## config.mk

```make
export PLATFORM = sky130hd
export DESIGN_NAME = sar_adc_sequencer
export DESIGN_NICKNAME = d
export VERILOG_FILES = /design/src/rtl/sar_step.v /design/src/rtl/sar_adc_sequencer.v
export VERILOG_INCLUDE_DIRS = /design/src /design/src/rtl
export SDC_FILE = /design/constraint.sdc
export NUM_CORES = 1
export LEC_CHECK = 0
export ABC_AREA = 0
export BUFFER_PORTS_ARGS = -buffer_cell sky130_fd_sc_hd__buf_2
export CAP_MARGIN = 15
export CORE_MARGIN = 2
export CORE_UTILIZATION = 30
export CTS_CLUSTER_SIZE = 14
export DETAILED_ROUTE_END_ITERATION = 10
export PLACE_DENSITY_LB_ADDON = 0.1
export RECOVER_POWER = 50
export SLEW_MARGIN = 5
export SYNTH_ARGS = -nofsm -noshare
export SYNTH_HDL_FRONTEND = slang
export SYNTH_SLANG_ARGS = --single-unit
```

## constraint.sdc

```tcl
create_clock -name ref_clk_in -period 5.9 [get_ports ref_clk_in]
set_input_delay 0.59 -clock ref_clk_in [delete_from_list [all_inputs] [get_ports ref_clk_in]]
set_output_delay 0.59 -clock ref_clk_in [all_outputs]
set_load 0.01 [all_outputs]
```

## src/rtl/sar_adc_consts.vh

```
// Purpose: offsets, field positions, reset values and counts of the converter control block
// Assumes: 16-bit registers reached over a plain strobe port
// Notes: addresses are register indices on the port
`ifndef SAR_ADC_CONSTS_VH
`define SAR_ADC_CONSTS_VH

`define ADDR_W 5
`define DATA_W 16
`define RES_W 10

// register indices
`define OFF_CONTROL_FIRST 5'h00
`define OFF_CONTROL_SECOND 5'h01
`define OFF_CONTROL_THIRD 5'h02
`define OFF_INPUT_CHANNEL_SELECT 5'h03
`define OFF_PIN_ANALOG_CONFIG 5'h04
`define OFF_SCAN_INPUT_SELECT 5'h05
`define OFF_INT_STATUS 5'h06
`define OFF_INT_MASK 5'h07
`define OFF_RESULT_BASE 5'h10

// conv_control_first fields
`define F1_MODULE_ON 15
`define F1_FORM_HI 9
`define F1_FORM_LO 8
`define F1_TRIG_HI 7
`define F1_TRIG_LO 5
`define F1_SIMULTANEOUS 3
`define F1_AUTO_SAMPLE 2
`define F1_SAMPLE_CONTROL 1
`define F1_DONE 0

// conv_control_second fields
`define F2_REF_HI 15
`define F2_REF_LO 13
`define F2_SCAN_ENABLE 10
`define F2_BUF_HALF 7
`define F2_SAMPLES_PER_INTERRUPT_HI 5
`define F2_SAMPLES_PER_INTERRUPT_LO 2
`define F2_BUF_SPLIT 1
`define F2_ALT_INPUT 0

// conv_control_third fields
`define F3_SAMC_HI 12
`define F3_SAMC_LO 8
`define F3_CLKDIV_HI 5
`define F3_CLKDIV_LO 0

// interrupt status bits
`define INT_SEQUENCE 0
`define INT_CONVERSION 1

// trigger sources
`define TRIG_SOFTWARE 3'h0
`define TRIG_EXTERNAL 3'h1
`define TRIG_TIMER 3'h2
`define TRIG_AUTO 3'h7

// reset values
`define RST_CONTROL_FIRST 16'h0000
`define RST_CONTROL_SECOND 16'h0000
`define RST_CONTROL_THIRD 16'h0000
`define RST_INPUT_CHANNEL_SELECT 16'h0000
`define RST_PIN_ANALOG_CONFIG 16'h0000
`define RST_SCAN_INPUT_SELECT 16'h0000

// write masks of fields that stay fixed while the module is on
`define LOCK_MASK_FIRST 16'h00EC
`define LOCK_MASK_SECOND 16'h003F

// conversion length in conversion-clock periods
`define SAR_TAD_CYCLES 4'hC

`endif

```

## src/rtl/sar_step.v

```verilog
// Purpose: successive-approximation engine, one bit decision per conversion-clock tick
// Assumes: comparator input high when the held sample is at or above the trial code
// Notes: twelve ticks per conversion, the last two only settle
`timescale 1ns/1ps
`include "sar_adc_consts.vh"
module sar_step (
    input wire clk_in,
    input wire rst_n_in,
    input wire tick_in,
    input wire start_in,
    input wire abort_in,
    input wire comp_in,
    output reg [`RES_W-1:0] dac_out,
    output reg busy_out,
    output reg done_out,
    output reg [`RES_W-1:0] result_out
);
    reg [3:0] step_reg;
    reg [`RES_W-1:0] mask_reg;

    always @(posedge clk_in or negedge rst_n_in) begin
        if (!rst_n_in) begin
            step_reg <= 4'h0;
            mask_reg <= 10'h000;
            dac_out <= 10'h000;
            busy_out <= 1'b0;
            done_out <= 1'b0;
            result_out <= 10'h000;
        end else begin
            done_out <= 1'b0;
            if (abort_in) begin
                busy_out <= 1'b0;
                step_reg <= 4'h0;
            end else if (start_in && !busy_out) begin
                busy_out <= 1'b1;
                step_reg <= 4'h0;
                mask_reg <= 10'h200;
                dac_out <= 10'h200;
            end else if (busy_out && tick_in) begin
                // successive approximation: keep or drop the trial bit, then try the next
                if (mask_reg != 10'h000) begin
                    if (!comp_in) begin
                        dac_out <= (dac_out & ~mask_reg) | (mask_reg >> 1);
                    end else begin
                        dac_out <= dac_out | (mask_reg >> 1);
                    end
                    mask_reg <= mask_reg >> 1;
                end
                if (step_reg == `SAR_TAD_CYCLES - 4'h1) begin
                    busy_out <= 1'b0;
                    done_out <= 1'b1;
                    result_out <= dac_out;
                end
                step_reg <= step_reg + 4'h1;
            end
        end
    end
endmodule

```

## src/rtl/sar_adc_sequencer.v

```verilog
// Purpose: control logic of a 10-bit successive-approximation converter with 16 inputs
// Assumes: inputs synchronous to ref_clk_in; analog mux, hold amplifiers and comparator outside
// Notes: register port with read data one cycle after the read strobe
//
// What this block does
// - converts the selected input into a 10-bit result by successive approximation
// - routes any of 16 inputs through the mux onto the hold amplifiers
// - software picks supply rails or external reference pins as references
// - converter keeps running while the rest of the device sleeps
// - six 16-bit registers: three control, channel select, pin config, scan select
// - pin config sets analog or digital per pin; scan starts each sequence at input 0, then steps through inputs the scan register picks
// - results held in a 16-word buffer of 10 bits, read as formatted words
// - result buffer is read-only; software writes leave it unchanged
// - setting the sample-control bit starts acquisition once the module is on
// - selected trigger ends acquisition and starts conversion: bit, timer, external or auto sample counter
// - each result is stored; flag and done set after the programmed count
// - samples-per-interrupt selects 1 to 16 sequences per interrupt
// - with trigger source 000, clearing sample-control triggers the conversion
`timescale 1ns/1ps
`include "sar_adc_consts.vh"
module sar_adc_sequencer (
    input wire ref_clk_in,
    input wire rst_n_in,
    input wire [`ADDR_W-1:0] addr_in,
    input wire [`DATA_W-1:0] wdata_in,
    input wire wr_in,
    input wire rd_in,
    output reg [`DATA_W-1:0] rdata_out,
    input wire ext_trig_in,
    input wire timer_trig_in,
    input wire comp_in,
    output reg [3:0] chan_sel_out,
    output reg sample_hold_out,
    output reg [`RES_W-1:0] dac_code_out,
    output reg [2:0] ref_sel_out,
    output reg [15:0] pin_analog_out,
    output reg irq_out
);
    localparam ST_IDLE = 2'h0;
    localparam ST_SAMPLE = 2'h1;
    localparam ST_CONVERT = 2'h2;

    reg [15:0] control_first_reg;
    reg [15:0] control_second_reg;
    reg [15:0] control_third_reg;
    reg [15:0] input_channel_select_reg;
    reg [15:0] pin_analog_config_reg;
    reg [15:0] scan_input_select_reg;
    reg [1:0] int_status_reg;
    reg [1:0] int_mask_reg;
    reg [`RES_W-1:0] result_buffer_reg [0:15];
    reg [1:0] state_reg;
    reg [5:0] tad_cnt_reg;
    reg [4:0] samc_cnt_reg;
    reg [3:0] wr_idx_reg;
    reg [3:0] seq_cnt_reg;
    reg half_reg;
    reg alt_phase_reg;
    reg [3:0] scan_pos_reg;
    reg [15:0] rdata_next;
    reg [3:0] scan_next;
    reg trigger_next;
    integer i;

    wire module_on = control_first_reg[`F1_MODULE_ON];
    wire sample_control = control_first_reg[`F1_SAMPLE_CONTROL];
    wire [2:0] trigger_source_sel = control_first_reg[`F1_TRIG_HI:`F1_TRIG_LO];
    wire [1:0] form_sel = control_first_reg[`F1_FORM_HI:`F1_FORM_LO];
    wire auto_sample_enable = control_first_reg[`F1_AUTO_SAMPLE];
    wire [3:0] samples_per_interrupt = control_second_reg[`F2_SAMPLES_PER_INTERRUPT_HI:`F2_SAMPLES_PER_INTERRUPT_LO];
    wire buffer_split_mode = control_second_reg[`F2_BUF_SPLIT];
    wire alternate_input_sel = control_second_reg[`F2_ALT_INPUT];
    wire scan_enable = control_second_reg[`F2_SCAN_ENABLE];
    wire [4:0] samc = control_third_reg[`F3_SAMC_HI:`F3_SAMC_LO];
    wire [5:0] clk_div = control_third_reg[`F3_CLKDIV_HI:`F3_CLKDIV_LO];
    wire [3:0] sel = addr_in[3:0];

    wire wr_first = wr_in && (addr_in == `OFF_CONTROL_FIRST);
    wire wr_second = wr_in && (addr_in == `OFF_CONTROL_SECOND);
    // software clearing sample-control while sampling
    wire sw_clear = wr_first && sample_control && !wdata_in[`F1_SAMPLE_CONTROL];
    wire sw_set = wr_first && !sample_control && wdata_in[`F1_SAMPLE_CONTROL];

    // conversion clock: one-cycle tick every clk_div+1 system clocks
    wire tad_tick = (tad_cnt_reg == clk_div);

    wire sar_busy;
    wire sar_done;
    wire [`RES_W-1:0] sar_result;
    wire [`RES_W-1:0] sar_dac;
    wire conv_start = (state_reg == ST_SAMPLE) && trigger_next;
    wire seq_end = sar_done && (seq_cnt_reg == samples_per_interrupt);

    sar_step u_sar (
        .clk_in(ref_clk_in),
        .rst_n_in(rst_n_in),
        .tick_in(tad_tick && (dac_code_out == sar_dac)),
        .start_in(conv_start),
        .abort_in(!module_on),
        .comp_in(comp_in),
        .dac_out(sar_dac),
        .busy_out(sar_busy),
        .done_out(sar_done),
        .result_out(sar_result)
    );

    // trigger selection
    always @* begin
        case (trigger_source_sel)
            `TRIG_SOFTWARE: trigger_next = sw_clear;
            `TRIG_EXTERNAL: trigger_next = ext_trig_in;
            `TRIG_TIMER: trigger_next = timer_trig_in;
            `TRIG_AUTO: trigger_next = tad_tick && (samc_cnt_reg >= samc) && (samc != 5'h00);
            default: trigger_next = 1'b0;
        endcase
    end

    // next scanned input: lowest selected input above the current one, else lowest overall
    always @* begin
        scan_next = scan_pos_reg;
        for (i = 15; i >= 0; i = i - 1) begin
            if (scan_input_select_reg[i]) begin
                scan_next = i[3:0];
            end
        end
        for (i = 15; i >= 0; i = i - 1) begin
            if (scan_input_select_reg[i] && (i[3:0] > scan_pos_reg)) begin
                scan_next = i[3:0];
            end
        end
    end

    // read data, formatted result words
    always @* begin
        rdata_next = 16'h0000;
        if (addr_in[4]) begin
            case (form_sel)
                2'h0: rdata_next = {6'h00, result_buffer_reg[sel]};
                2'h1: rdata_next = {{7{~result_buffer_reg[sel][9]}}, result_buffer_reg[sel][8:0]};
                2'h2: rdata_next = {result_buffer_reg[sel], 6'h00};
                default: rdata_next = {~result_buffer_reg[sel][9], result_buffer_reg[sel][8:0], 6'h00};
            endcase
        end else begin
            case (addr_in)
                `OFF_CONTROL_FIRST: rdata_next = control_first_reg;
                `OFF_CONTROL_SECOND: rdata_next = {control_second_reg[15:8], half_reg, control_second_reg[6:0]};
                `OFF_CONTROL_THIRD: rdata_next = control_third_reg;
                `OFF_INPUT_CHANNEL_SELECT: rdata_next = input_channel_select_reg;
                `OFF_PIN_ANALOG_CONFIG: rdata_next = pin_analog_config_reg;
                `OFF_SCAN_INPUT_SELECT: rdata_next = scan_input_select_reg;
                `OFF_INT_STATUS: rdata_next = {14'h0000, int_status_reg};
                `OFF_INT_MASK: rdata_next = {14'h0000, int_mask_reg};
                default: rdata_next = 16'h0000;
            endcase
        end
    end

    // register file and sequencer; no sleep gating, so conversion runs on in sleep
    always @(posedge ref_clk_in or negedge rst_n_in) begin
        if (!rst_n_in) begin
            control_first_reg <= `RST_CONTROL_FIRST;
            control_second_reg <= `RST_CONTROL_SECOND;
            control_third_reg <= `RST_CONTROL_THIRD;
            input_channel_select_reg <= `RST_INPUT_CHANNEL_SELECT;
            pin_analog_config_reg <= `RST_PIN_ANALOG_CONFIG;
            scan_input_select_reg <= `RST_SCAN_INPUT_SELECT;
            int_status_reg <= 2'h0;
            int_mask_reg <= 2'h0;
            state_reg <= ST_IDLE;
            tad_cnt_reg <= 6'h00;
            samc_cnt_reg <= 5'h00;
            wr_idx_reg <= 4'h0;
            seq_cnt_reg <= 4'h0;
            half_reg <= 1'b0;
            alt_phase_reg <= 1'b0;
            scan_pos_reg <= 4'h0;
            for (i = 0; i < 16; i = i + 1) begin
                result_buffer_reg[i] <= 10'h000;
            end
        end else begin
            // software writes; locked fields hold while the module is on
            if (wr_first) begin
                if (module_on) begin
                    control_first_reg <= (control_first_reg & `LOCK_MASK_FIRST) | (wdata_in & ~`LOCK_MASK_FIRST);
                end else begin
                    control_first_reg <= wdata_in;
                end
            end
            if (wr_second) begin
                if (module_on) begin
                    control_second_reg <= (control_second_reg & `LOCK_MASK_SECOND) | (wdata_in & ~`LOCK_MASK_SECOND);
                end else begin
                    control_second_reg <= wdata_in;
                end
            end
            if (wr_in && !module_on) begin
                if (addr_in == `OFF_CONTROL_THIRD) begin
                    control_third_reg <= wdata_in;
                end
                if (addr_in == `OFF_SCAN_INPUT_SELECT) begin
                    scan_input_select_reg <= wdata_in;
                end
            end
            if (wr_in && (addr_in == `OFF_INPUT_CHANNEL_SELECT)) begin
                input_channel_select_reg <= wdata_in;
            end
            if (wr_in && (addr_in == `OFF_PIN_ANALOG_CONFIG)) begin
                pin_analog_config_reg <= wdata_in;
            end
            if (wr_in && (addr_in == `OFF_INT_MASK)) begin
                int_mask_reg <= wdata_in[1:0];
            end
            // write-one-to-clear; a same-cycle event wins
            int_status_reg <= (int_status_reg & ~((wr_in && (addr_in == `OFF_INT_STATUS)) ? wdata_in[1:0] : 2'h0))
                | {sar_done, seq_end};

            tad_cnt_reg <= tad_tick ? 6'h00 : tad_cnt_reg + 6'h01;

            case (state_reg)
                ST_IDLE: begin
                    samc_cnt_reg <= 5'h00;
                    if (module_on && (sw_set || (sample_control && !wr_first))) begin
                        state_reg <= ST_SAMPLE;
                    end
                end
                ST_SAMPLE: begin
                    if (tad_tick && (samc_cnt_reg != 5'h1F)) begin
                        samc_cnt_reg <= samc_cnt_reg + 5'h01;
                    end
                    if (!module_on) begin
                        state_reg <= ST_IDLE;
                    end else if (trigger_next) begin
                        state_reg <= ST_CONVERT;
                        control_first_reg[`F1_SAMPLE_CONTROL] <= 1'b0;
                        control_first_reg[`F1_DONE] <= 1'b0;
                    end
                end
                ST_CONVERT: begin
                    if (!module_on) begin
                        state_reg <= ST_IDLE;
                    end else if (sar_done) begin
                        result_buffer_reg[wr_idx_reg] <= sar_result;
                        alt_phase_reg <= ~alt_phase_reg;
                        if (scan_enable) begin
                            scan_pos_reg <= scan_next;
                        end
                        if (seq_end) begin
                            control_first_reg[`F1_DONE] <= 1'b1;
                            seq_cnt_reg <= 4'h0;
                            alt_phase_reg <= 1'b0;
                            scan_pos_reg <= 4'h0;
                            // restart at the first entry, or the other half when split
                            half_reg <= buffer_split_mode & ~half_reg;
                            wr_idx_reg <= (buffer_split_mode && !half_reg) ? 4'h8 : 4'h0;
                        end else begin
                            seq_cnt_reg <= seq_cnt_reg + 4'h1;
                            wr_idx_reg <= wr_idx_reg + 4'h1;
                        end
                        if (auto_sample_enable) begin
                            control_first_reg[`F1_SAMPLE_CONTROL] <= 1'b1;
                            state_reg <= ST_SAMPLE;
                        end else begin
                            state_reg <= ST_IDLE;
                        end
                    end
                end
                default: state_reg <= ST_IDLE;
            endcase

            if (!module_on) begin
                seq_cnt_reg <= 4'h0;
                wr_idx_reg <= 4'h0;
                half_reg <= 1'b0;
                alt_phase_reg <= 1'b0;
                scan_pos_reg <= 4'h0;
            end
        end
    end

    // registered pin-facing outputs, read data and interrupt line
    always @(posedge ref_clk_in or negedge rst_n_in) begin
        if (!rst_n_in) begin
            rdata_out <= 16'h0000;
            chan_sel_out <= 4'h0;
            sample_hold_out <= 1'b0;
            dac_code_out <= 10'h000;
            ref_sel_out <= 3'h0;
            pin_analog_out <= 16'h0000;
            irq_out <= 1'b0;
        end else begin
            rdata_out <= rd_in ? rdata_next : 16'h0000;
            if (scan_enable) begin
                chan_sel_out <= scan_pos_reg;
            end else if (alternate_input_sel && alt_phase_reg) begin
                chan_sel_out <= input_channel_select_reg[11:8];
            end else begin
                chan_sel_out <= input_channel_select_reg[3:0];
            end
            sample_hold_out <= (state_reg == ST_SAMPLE) && module_on;
            dac_code_out <= sar_busy ? sar_dac : 10'h000;
            ref_sel_out <= control_second_reg[`F2_REF_HI:`F2_REF_LO];
            pin_analog_out <= ~pin_analog_config_reg;
            irq_out <= |(int_status_reg & int_mask_reg);
        end
    end
endmodule

```

# Word-level counts from Yosys, hierarchy flattened
# Cells that the tools add are included.
# totals
ff_bits	374
out_inout_bits	51
input_bits	28
word_cells	295
# op_classes
eq_ne	30
bitwise	18
muxes	107
magnitude_cmp	20
n_reduce_logical	69
add_sub_neg	5
# op_table
operator	n
$mux 4	51
$bwmux 160	1
$pmux 16 s8	1
$mux 10	11
$mux 16	4
$pmux 16 s3	1
$logic_and 1x1->1	41
$bmux 10 s4	1
$demux 10 s4	1
$ne 34x1->1 const B	1
$gt 4x4->1 const A	8
$mux 2	11
$eq 5x3->1 const B	4
$or 10x9->10	2
$mux 1	19
$gt 3x4->1 const A	4
$not 16->16	1
$or 6x16->16	1
$or 8x16->16	1
$add 4x1->4 const B	3
$reduce_and 3->1	4
$and 10x10->10	1
$eq 10x10->1	1
$eq 5x2->1 const B	2
46 further kinds	74

# Logic depth before layout (Yosys ltp)
# Gate-level depths: netlist of run 1.
# logic_depth
word_depth	37
ltp_mapped	10
depth_no_buf	8

# Hierarchy
# From an unflattened synthesis of run 1, not the netlist that was laid out.
# unflattened
hier_cells	1331
hier_area_um2	17439.2
# by_module_without_submodules
mod	cells_each	area_per_inst_um2	n_inst	seq_area_each_um2
sar_adc_sequencer	1199	15806.4	1	8433.1
sar_step	132	1632.8	1	900.9

# Worst setup path before layout of run 1
# OpenSTA, ideal clock, no wires.
# synth_timing
path_type	in2reg
start	input wdata_in[1]
end	register u_sar.dac_out[7]
setup_time_ns	0.120
stages	8
arrival_ns	2.324
required_ns	5.780
path_buffers	2
slack_ns	3.456
cell_sequence	buf_2 > nor4bb_1 > nand4b_1 > a2111o_1 > o41a_1 > buf_2 > a32o_1 > a31o_2
# synth_via
elab_chain_len	7
word_cells_on_any_way	9
classes_between	mux (2); reduce/logical (7)
# synth_lines
element	line	rtl
from (decl)	sar_adc_sequencer.v:25	input wire [`DATA_W-1:0] wdata_in,
$logic_not 1->1 (*)	sar_adc_sequencer.v:81	wire sw_clear = wr_first && sample_control && !wdata_in[`F1_SAMPLE_CONTROL];
$logic_and 1x1->1 (*)	sar_adc_sequencer.v:81	
$pmux 1 s4 (*)	sar_adc_sequencer.v:109	case (trigger_source_sel)
$logic_and 1x1->1 (*)	sar_adc_sequencer.v:91	wire conv_start = (state_reg == ST_SAMPLE) && trigger_next;
$logic_and 1x1->1 (*)	sar_step.v:34	end else if (start_in && !busy_out) begin
$reduce_bool 2->1 (no line)	n/a	
$reduce_and 3->1 (no line)	n/a	
to (signal assigned)	sar_step.v:43	dac_out <= (dac_out & ~mask_reg) | (mask_reg >> 1);
to (signal assigned)	sar_step.v:45	dac_out <= dac_out | (mask_reg >> 1);
to (decl)	sar_step.v:13	output reg [`RES_W-1:0] dac_out,
# Mark *: on every way between the ends. The rest lies on a longest branch, timed or not.
# A chain may end at the register's enable or synchronous reset.

==> flow_summary_export.csv, run 1 <==
group,metric,value,unit
logic_synthesis,yosys.area.top_type,"dfrtp_1",
grt,antenna_found_initial,2,
worst_setup_path,cp_cell_sequence,"buf_8 -> clkbuf_2",
worst_setup_path,end_kind,"async pin",
worst_setup_path,crit_type,"primary input to async pin",
power_and_ir_drop,vdd_drop_max,195.1,µV
logic_synthesis,syn-cell-area,0.01744,mm²
timing,report.final.slew_viol_count,227,
cts,numCtsBuffers,44,
worst_setup_path,cp.required,5.87,ns
logic_synthesis,synth.avg_cell_area,12.89,µm²
power_and_ir_drop,powerDensity,333.1,mW/mm²
grt,grt_pass1_wl,80960,µm
timing,worst_pin_slew,3.244,ns
cts,insertion_delay,0.59,ns
place,port_buffers,78,
floorplanning,io_pins,79,
place,place_congestion,0.8044,
detailed_routing,routed_wl,52830,µm
worst_setup_path,rrSetupSlack,3.10,ns
outcome,outcome,"complete, but fails checks",
cells_and_area,drive_gt1_share,32.72,%
logic_synthesis,synth_nets,1399,
outcome,violations,"capacitance limit, slew limit",
timing,setup_viol,0,
logic_synthesis,synth_adder_area_share,1.292,%
cts,ctsHoldBuffers,0,
timing,fmax,0.2750,GHz
worst_setup_path,cp_top_family,"buffers and inverters",
logic_synthesis,synth_top_family_by_area,"multiplexers",
grt,grt_use_total,18.03,%
grt,grt.overflow.total,0,
logic_synthesis,synth.area.mux_share,23.96,%
worst_setup_path,critPathMaxFanout,124,
logic_synthesis,synth_compound_area_share,8.754,%
cts,cts_tree,"done",
timing,finalSetupTns,0,ns
logic_synthesis,synth_ff_type,"dfrtp_1",
floorplanning,dieHeight,245.1,µm
timing,rsz0062_at_grt,"no",
logic_synthesis,yosys_warnings,0,
logic_synthesis,synthCells,1353,
grt,grt_pass1_vias,12100,
logic_synthesis,yosys.area_share.simple,8.402,%
grt,grt_max_degree,125,
logic_synthesis,synthArstFlopShare,100.0,%
cells_and_area,multi_input_area,0.007640,mm²
min_path,min_path_type,"primary input to async pin",
worst_setup_path,cpPeakStageDelay,2.27,ns
detailed_routing,routedWlPerCell,23.70,µm
cells_and_area,area.sequential,0.009334,mm²
cts,cts_setup_buffers,0,
floorplanning,die_x,245.1,µm
logic_synthesis,seq_area_frac_synth,53.53,%
logic_synthesis,synth_xor_area_share,1.356,%
timing,fin_crit_sh,61.64,%
cells_and_area,syn2layout_area_growth,15.50,%
floorplanning,rows,88,
detailed_routing,antenna_left,0,
cts,htreeDepth,2,
cts,ctsResizeCount,0,
floorplanning,core_area,0.05759,mm²
worst_setup_path,worstPathArrival,3.60,ns
cts,cts_buffer_depth,3,
power_and_ir_drop,p_leak,9.151,nW
detailed_routing,routed_via_density,5.163,
cts,cts.sinks,373,
timing,fin_worst_skew,0.02032,ns
place,dp_hpwl,36310,µm
detailed_routing,dr.first_iter.drc_count,807,
floorplanning,die_area,0.06007,mm²
detailed_routing,drtPass1Iterations,8,
cells_and_area,largest_reg_flops,160,
floorplanning,initial_utilization,30.28,%
logic_synthesis,synth.distinct_cells,79,
timing,fin_crit,3.637,ns
worst_setup_path,slowest_stage,"clkbuf_2",
cts,path_clk_slew,0.06,ns
detailed_routing,dr_total_vias,11510,
cells_and_area,n_antenna_cell,0,
timing,hold_viol,0,
cells_and_area,nFillCells,5749,
logic_synthesis,yosys.area.top_type_share,53.53,%
logic_synthesis,synth_edf_count,0,
logic_synthesis,ys_ff_latch,373,
flow_run,drv_cap,2,
cells_and_area,finalNetCount,1475,
worst_setup_path,path_buf_inv,2,
timing,relSlewSlack,-116.3,%
logic_synthesis,ys_top_cells_by_area,"dfrtp_1 54%, mux2_2 17%, mux4_2 5.6%, nand2_1 1.8%, a22oi_1 1.5%",
cts,cts_root_buf,"clkbuf_16",
worst_setup_path,start_kind,"primary input",
timing,holdWs,0.01586,ns
detailed_routing,drc,0,
-- path summary, 6_finish.rpt --
check | from | endpoint | cells after the start
worst max-delay path | rst_n_in | result_buffer_reg[11] | 2
worst min-delay path | rst_n_in | pin_analog_out[2] | 1
worst max register to register | tad_cnt_reg[3] | u_sar.dac_out[8] | 6
worst min register to register | control_second_reg[14] | ref_sel_out[1] | 0
max in group ref_clk_in | addr_in[2] | input_channel_select_reg[14] | 5
min in group ref_clk_in | wdata_in[2] | input_channel_select_reg[2] | 2
-- report_power, final --
part | internal [mW] | total, mW | switching, mW
clock network | 1.70 | 2.81 | 1.11
logic | 0.349 | 0.845 | 0.496
registers | 2.77 | 3.05 | 0.280
total | 4.82 | 6.71 | 1.89
-- kinds of logic after synthesis --
logic type      count (synthesis)
xor+xnor                       27
flops                         373
simple gates                  285
buf+inv                       114
compound gates                206
mux                           330
fa+ha+maj                      18
-- routing by layer --
layer  vias to the layer above  track usage (%)  share of wire [%]
li1                       5141                -                  -
met1                      6031            25.02                 46
met2                       269            29.04                 47
met3                        67            2.580                4.0
met4                         0            5.703                2.8
met5                         -                0                  0
-- cell usage in the layout, fill, tap and decap left out, types with 8 or more instances in the layout --
master / count
nor2b_1: 13
mux4_2: 43
nor2_1: 52
clkbuf_16: 44
nand2b_1: 21
and3_1: 8
buf_4: 21
a22oi_1: 34
nand3_1: 32
mux2i_1: 17
o21ai_0: 28
clkbuf_8: 18
buf_2: 46
dfrtp_1: 373
nor4_1: 10
ha_1: 18
nand2_1: 85
xnor2_1: 17
a21oi_1: 26
a22o_1: 20
o211ai_1: 9
nor3_1: 10
nand4_1: 8
clkbuf_1: 41
mux2_2: 268
inv_1: 41
xor2_1: 10
and2_0: 8
-- cell usage after synthesis (all sizes together), types with 7 or more instances --
| cell | count |
|---|---|
| nor4 | 12 |
| and2 | 14 |
| nor2 | 58 |
| nand3 | 32 |
| buf | 40 |
| inv | 41 |
| ha | 18 |
| mux2i | 17 |
| nand2 | 87 |
| o22ai | 7 |
| nand2b | 21 |
| mux2 | 270 |
| dfrtp | 373 |
| mux4 | 43 |
| a21oi | 26 |
| nor2b | 13 |
| xor2 | 10 |
| and3 | 8 |
| xnor2 | 17 |
| clkbuf | 32 |
| o211ai | 9 |
| a22o | 20 |
| nand4 | 8 |
| nor3 | 17 |
| o21ai | 28 |
| a22oi | 34 |
-- cell type report --
type | instances | area share (%)
clock inverter | 9 | 0.6212
sequential | 373 | 46.34
tap | 765 | 4.752
clock buffer | 72 | 6.883
timing repair buffer | 102 | 2.684
inverter | 42 | 0.7828
multi-input combinational | 866 | 37.93
-- per-stage QoR --
stage	worst slack (ns)	utilization (%)	std cells	cell area [µm²]	total power, mW
after detailed placement	2.269	32.47	2148	18700	3.964
after global placement	2.283	32.45	2147	18690	3.956
after floorplan	3.456	-	1353	17440	3.575
after CTS	2.885	35.09	2229	20210	6.834
final	2.263	34.98	2229	20140	6.708
after global routing	1.491	34.98	2229	20140	7.064
No activity file was read; power rests on OpenSTA's default activity.
==> run 2: changes to the inputs <==
Settings changed: ABC_AREA 0 to 1.
Clock period 5.9 ns to 3.5 ns, I/O delays scaled along.
==> flow_summary_export.csv, run 2 <==
group,metric,value,unit
outcome,outcome,"complete, but fails checks",
outcome,violations,"capacitance limit, slew limit",
floorplanning,die_x,242.7,µm
place,place_area,0.01852,mm²
timing,hold_viol,0,
cts,htreeDepth,2,
detailed_routing,drc,0,
timing,finalSetupTns,0,ns
worst_setup_path,end_kind,"flop",
logic_synthesis,seq_area_frac_synth,54.59,%
power_and_ir_drop,powerDensity,605.4,mW/mm²
timing,rsz0062_at_grt,"no",
timing,fin_crit_sh,88.75,%
worst_setup_path,r2r-start,"control_third_reg[4]",
logic_synthesis,synth_edf_count,0,
min_path,min_to,"control_first_reg[7]",
detailed_routing,routed_via_density,4.904,
worst_setup_path,crit_type,"primary input to flop",
cells_and_area,final_cells,2863,
power_and_ir_drop,p_leak,9.305,nW
floorplanning,dieHeight,242.7,µm
place,place_congestion,0.8885,
detailed_routing,dr.first_iter.drc_count,1214,
cells_and_area,drive_gt1_share,10.20,%
detailed_routing,met3WireLength,2840,µm
timing,holdWs,0.03648,ns
logic_synthesis,synth.distinct_cells,59,
detailed_routing,antenna_left,0,
power_and_ir_drop,vdd_drop_max,376.0,µV
cts,cts_buffer_depth,3,
timing,setup_viol,0,
logic_synthesis,synthCells,1995,
floorplanning,core_area,0.05639,mm²
detailed_routing,routedWlPerCell,19.80,µm
cells_and_area,largest_reg_flops,160,
logic_synthesis,synth.most_common_cell,"nand2_1",
timing,report.final.slew_viol_count,79,
cells_and_area,syn2layout_area_growth,17.47,%
logic_synthesis,yosys.area.top_type,"dfrtp_1",
floorplanning,die_area,0.05892,mm²
cells_and_area,mostFrequentLayoutCells,"430 x nand2_1, 373 x dfrtp_1, 301 x inv_1, 301 x o21ai_0, 111 x nor2_1",
timing,fmax,0.3219,GHz
place,dp_cells,2780,
cells_and_area,n_antenna_cell,0,
place,port_buffers,78,
detailed_routing,top_layer_used,"met4",
cts,insertion_delay,0.58,ns
detailed_routing,dr_wl_met2,23530,µm
logic_synthesis,synth_nets,2041,
logic_synthesis,yosys.area.top_type_share,54.59,%
grt,grt.overflow.total,0,
detailed_routing,wl_met1,29380,µm
min_path,worst_hold_startpoint,"wdata_in[7]",
logic_synthesis,yosys_warnings,0,
grt,grt_pass1_wl,87250,µm
detailed_routing,routed_wl,56700,µm
floorplanning,rows,87,
detailed_routing,dr_total_vias,14040,
cells_and_area,finalNetCount,2120,
worst_setup_path,critPathMaxFanout,19,
cts,path_clk_slew,0.06,ns
worst_setup_path,worstPathArrival,3.58,ns
cts,ctsResizeCount,0,
logic_synthesis,synth_ff_type,"dfrtp_1",
logic_synthesis,synth.avg_cell_area,8.570,µm²
flow_run,drv_cap,1,
grt,grt_pass1_vias,13600,
place,dp_hpwl,40340,µm
logic_synthesis,yosys-top-cells-count,"430 x nand2_1, 373 x dfrtp_1, 301 x inv_1, 301 x o21ai_0, 111 x nor2_1",
grt,grt_use_total,19.33,%
timing,fin_crit,3.106,ns
worst_setup_path,rrSetupSlack,0.91,ns
logic_synthesis,syn-cell-area,0.01710,mm²
cells_and_area,layout_commonest_cell,"nand2_1",
timing,fin_worst_skew,0.01971,ns
logic_synthesis,ys_top_cells_by_area,"dfrtp_1 55%, nand2_1 9.4%, o21ai_0 8.8%, inv_1 6.6%, o22ai_1 2.5%",
worst_setup_path,cp.required,3.97,ns
timing,worst_pin_slew,2.280,ns
worst_setup_path,r2r_cells,13,
logic_synthesis,ys_ff_latch,373,
floorplanning,initial_utilization,30.32,%
floorplanning,io_pins,79,
cells_and_area,postLayoutCellArea,0.02008,mm²
grt,antenna_found_initial,0,
cts,cts_root_buf,"clkbuf_16",
worst_setup_path,regToRegEndpoint,"u_sar.result_out[2]",
logic_synthesis,synthArstFlopShare,100.0,%
cts,cts_tree,"done",
cts,cts.sinks,373,
timing,relSlewSlack,-52.01,%
worst_setup_path,start_kind,"primary input",
grt,grt_max_degree,83,
cts,numCtsBuffers,46,
min_path,min_path_type,"primary input to flop",
min_path,hold_depth,3,
detailed_routing,drtPass1Iterations,6,
[run 2: changes by cell type in the layout (fill, tap and decap cells not counted), moves of 17 or more]
cell      previous run  this run
a21oi_1             26        70
inv_1               41       301
mux2i_1             17         0
nor2_1              52       111
mux4_2              43         0
buf_2               46        63
o22ai_1              7        67
mux2_2             268         1
o21ai_0             28       301
nand2_1             85       430
nand2b_1            21         0
[run 2: how the worst max path moves through the flow]
stage	end	start	cells past startpoint	slack [ns]
6_report	rdata_out[8]	addr_in[2]	11	0.39
5_1_grt	rdata_out[8]	addr_in[2]	11	0.31
4_1_cts	rdata_out[8]	addr_in[0]	12	0.87
3_5_place_dp	rdata_out[8]	addr_in[0]	12	0.27
3_3_place_gp	rdata_out[8]	addr_in[0]	12	0.25
2_1_floorplan	u_sar.result_out[2]	samc_cnt_reg[0]	16	1.33
[run 2: where the power goes]
| group | total (mW) | internal (mW) | leakage [nW] | switching, mW |
|---|---|---|---|---|
| Sequential | 5.16 | 4.78 | 4.93 | 0.380 |
| Clock | 5.02 | 3.12 | 0.773 | 1.91 |
| Combinational | 1.97 | 0.630 | 3.60 | 1.34 |
| Total | 12.2 | 8.53 | 9.31 | 3.63 |
[run 2: critical path: stages]
cell and delay, ns:
clkbuf_1 0.86, inv_2 0.21, nand2_4 0.20, nor2_1 0.08, buf_4 0.20, nand2_1 0.08, o21ai_0 0.09, a2111oi_0 0.96
o211ai_1 0.34, nand2_1 0.13, inv_1 0.05
[run 2: layer usage]
| metal | track usage, % | vias up |
|---|---|---|
| met3 | 3.406 | 60 |
| met5 | 0 | - |
| met1 | 30.37 | 6869 |
| met2 | 27.43 | 379 |
| li1 | - | 6732 |
| met4 | 4.024 | 0 |
[run 2: through the flow]
stage	worst slack [ns]	total power, mW	utilization [%]
after floorplan	1.333	6.370	-
after global placement	0.2474	7.210	32.85
after detailed placement	0.2719	7.219	32.85
after CTS	0.8712	12.32	35.67
after global routing	0.3138	12.82	35.62
final	0.3938	12.16	35.62
[run 2: layout make-up]
type / count / area [µm²]
clock buffer: 65 / 1314
clock inverter: 16 / 261.5
fill: 5933 / 36300
inverter: 310 / 1171
multi-input combinational: 1223 / 6294
sequential: 373 / 9334
tap: 756 / 945.9
timing repair buffer: 120 / 764.5
[run 2: what timing repair did]
action / CTS / global route
endpoints found under the hold margin: 77 / 0
buffers inserted: 0 / 0
hold buffers: 2 / 0
[run 2: logic make-up (layout without fill, tap and decap cells)]
logic type | count (synthesis) | count (layout) | share of synthesized area (%)
DFF | 373 | 373 | 54.59
muxes | 1 | 1 | 0.06586
xor gates and xnor gates | 12 | 12 | 0.6147
and+or+nand+nor | 644 | 644 | 15.95
AOI/OAI and AO/OA | 548 | 548 | 18.54
buffers and inverters | 399 | 511 | 8.928
adders and majority gates | 18 | 18 | 1.317
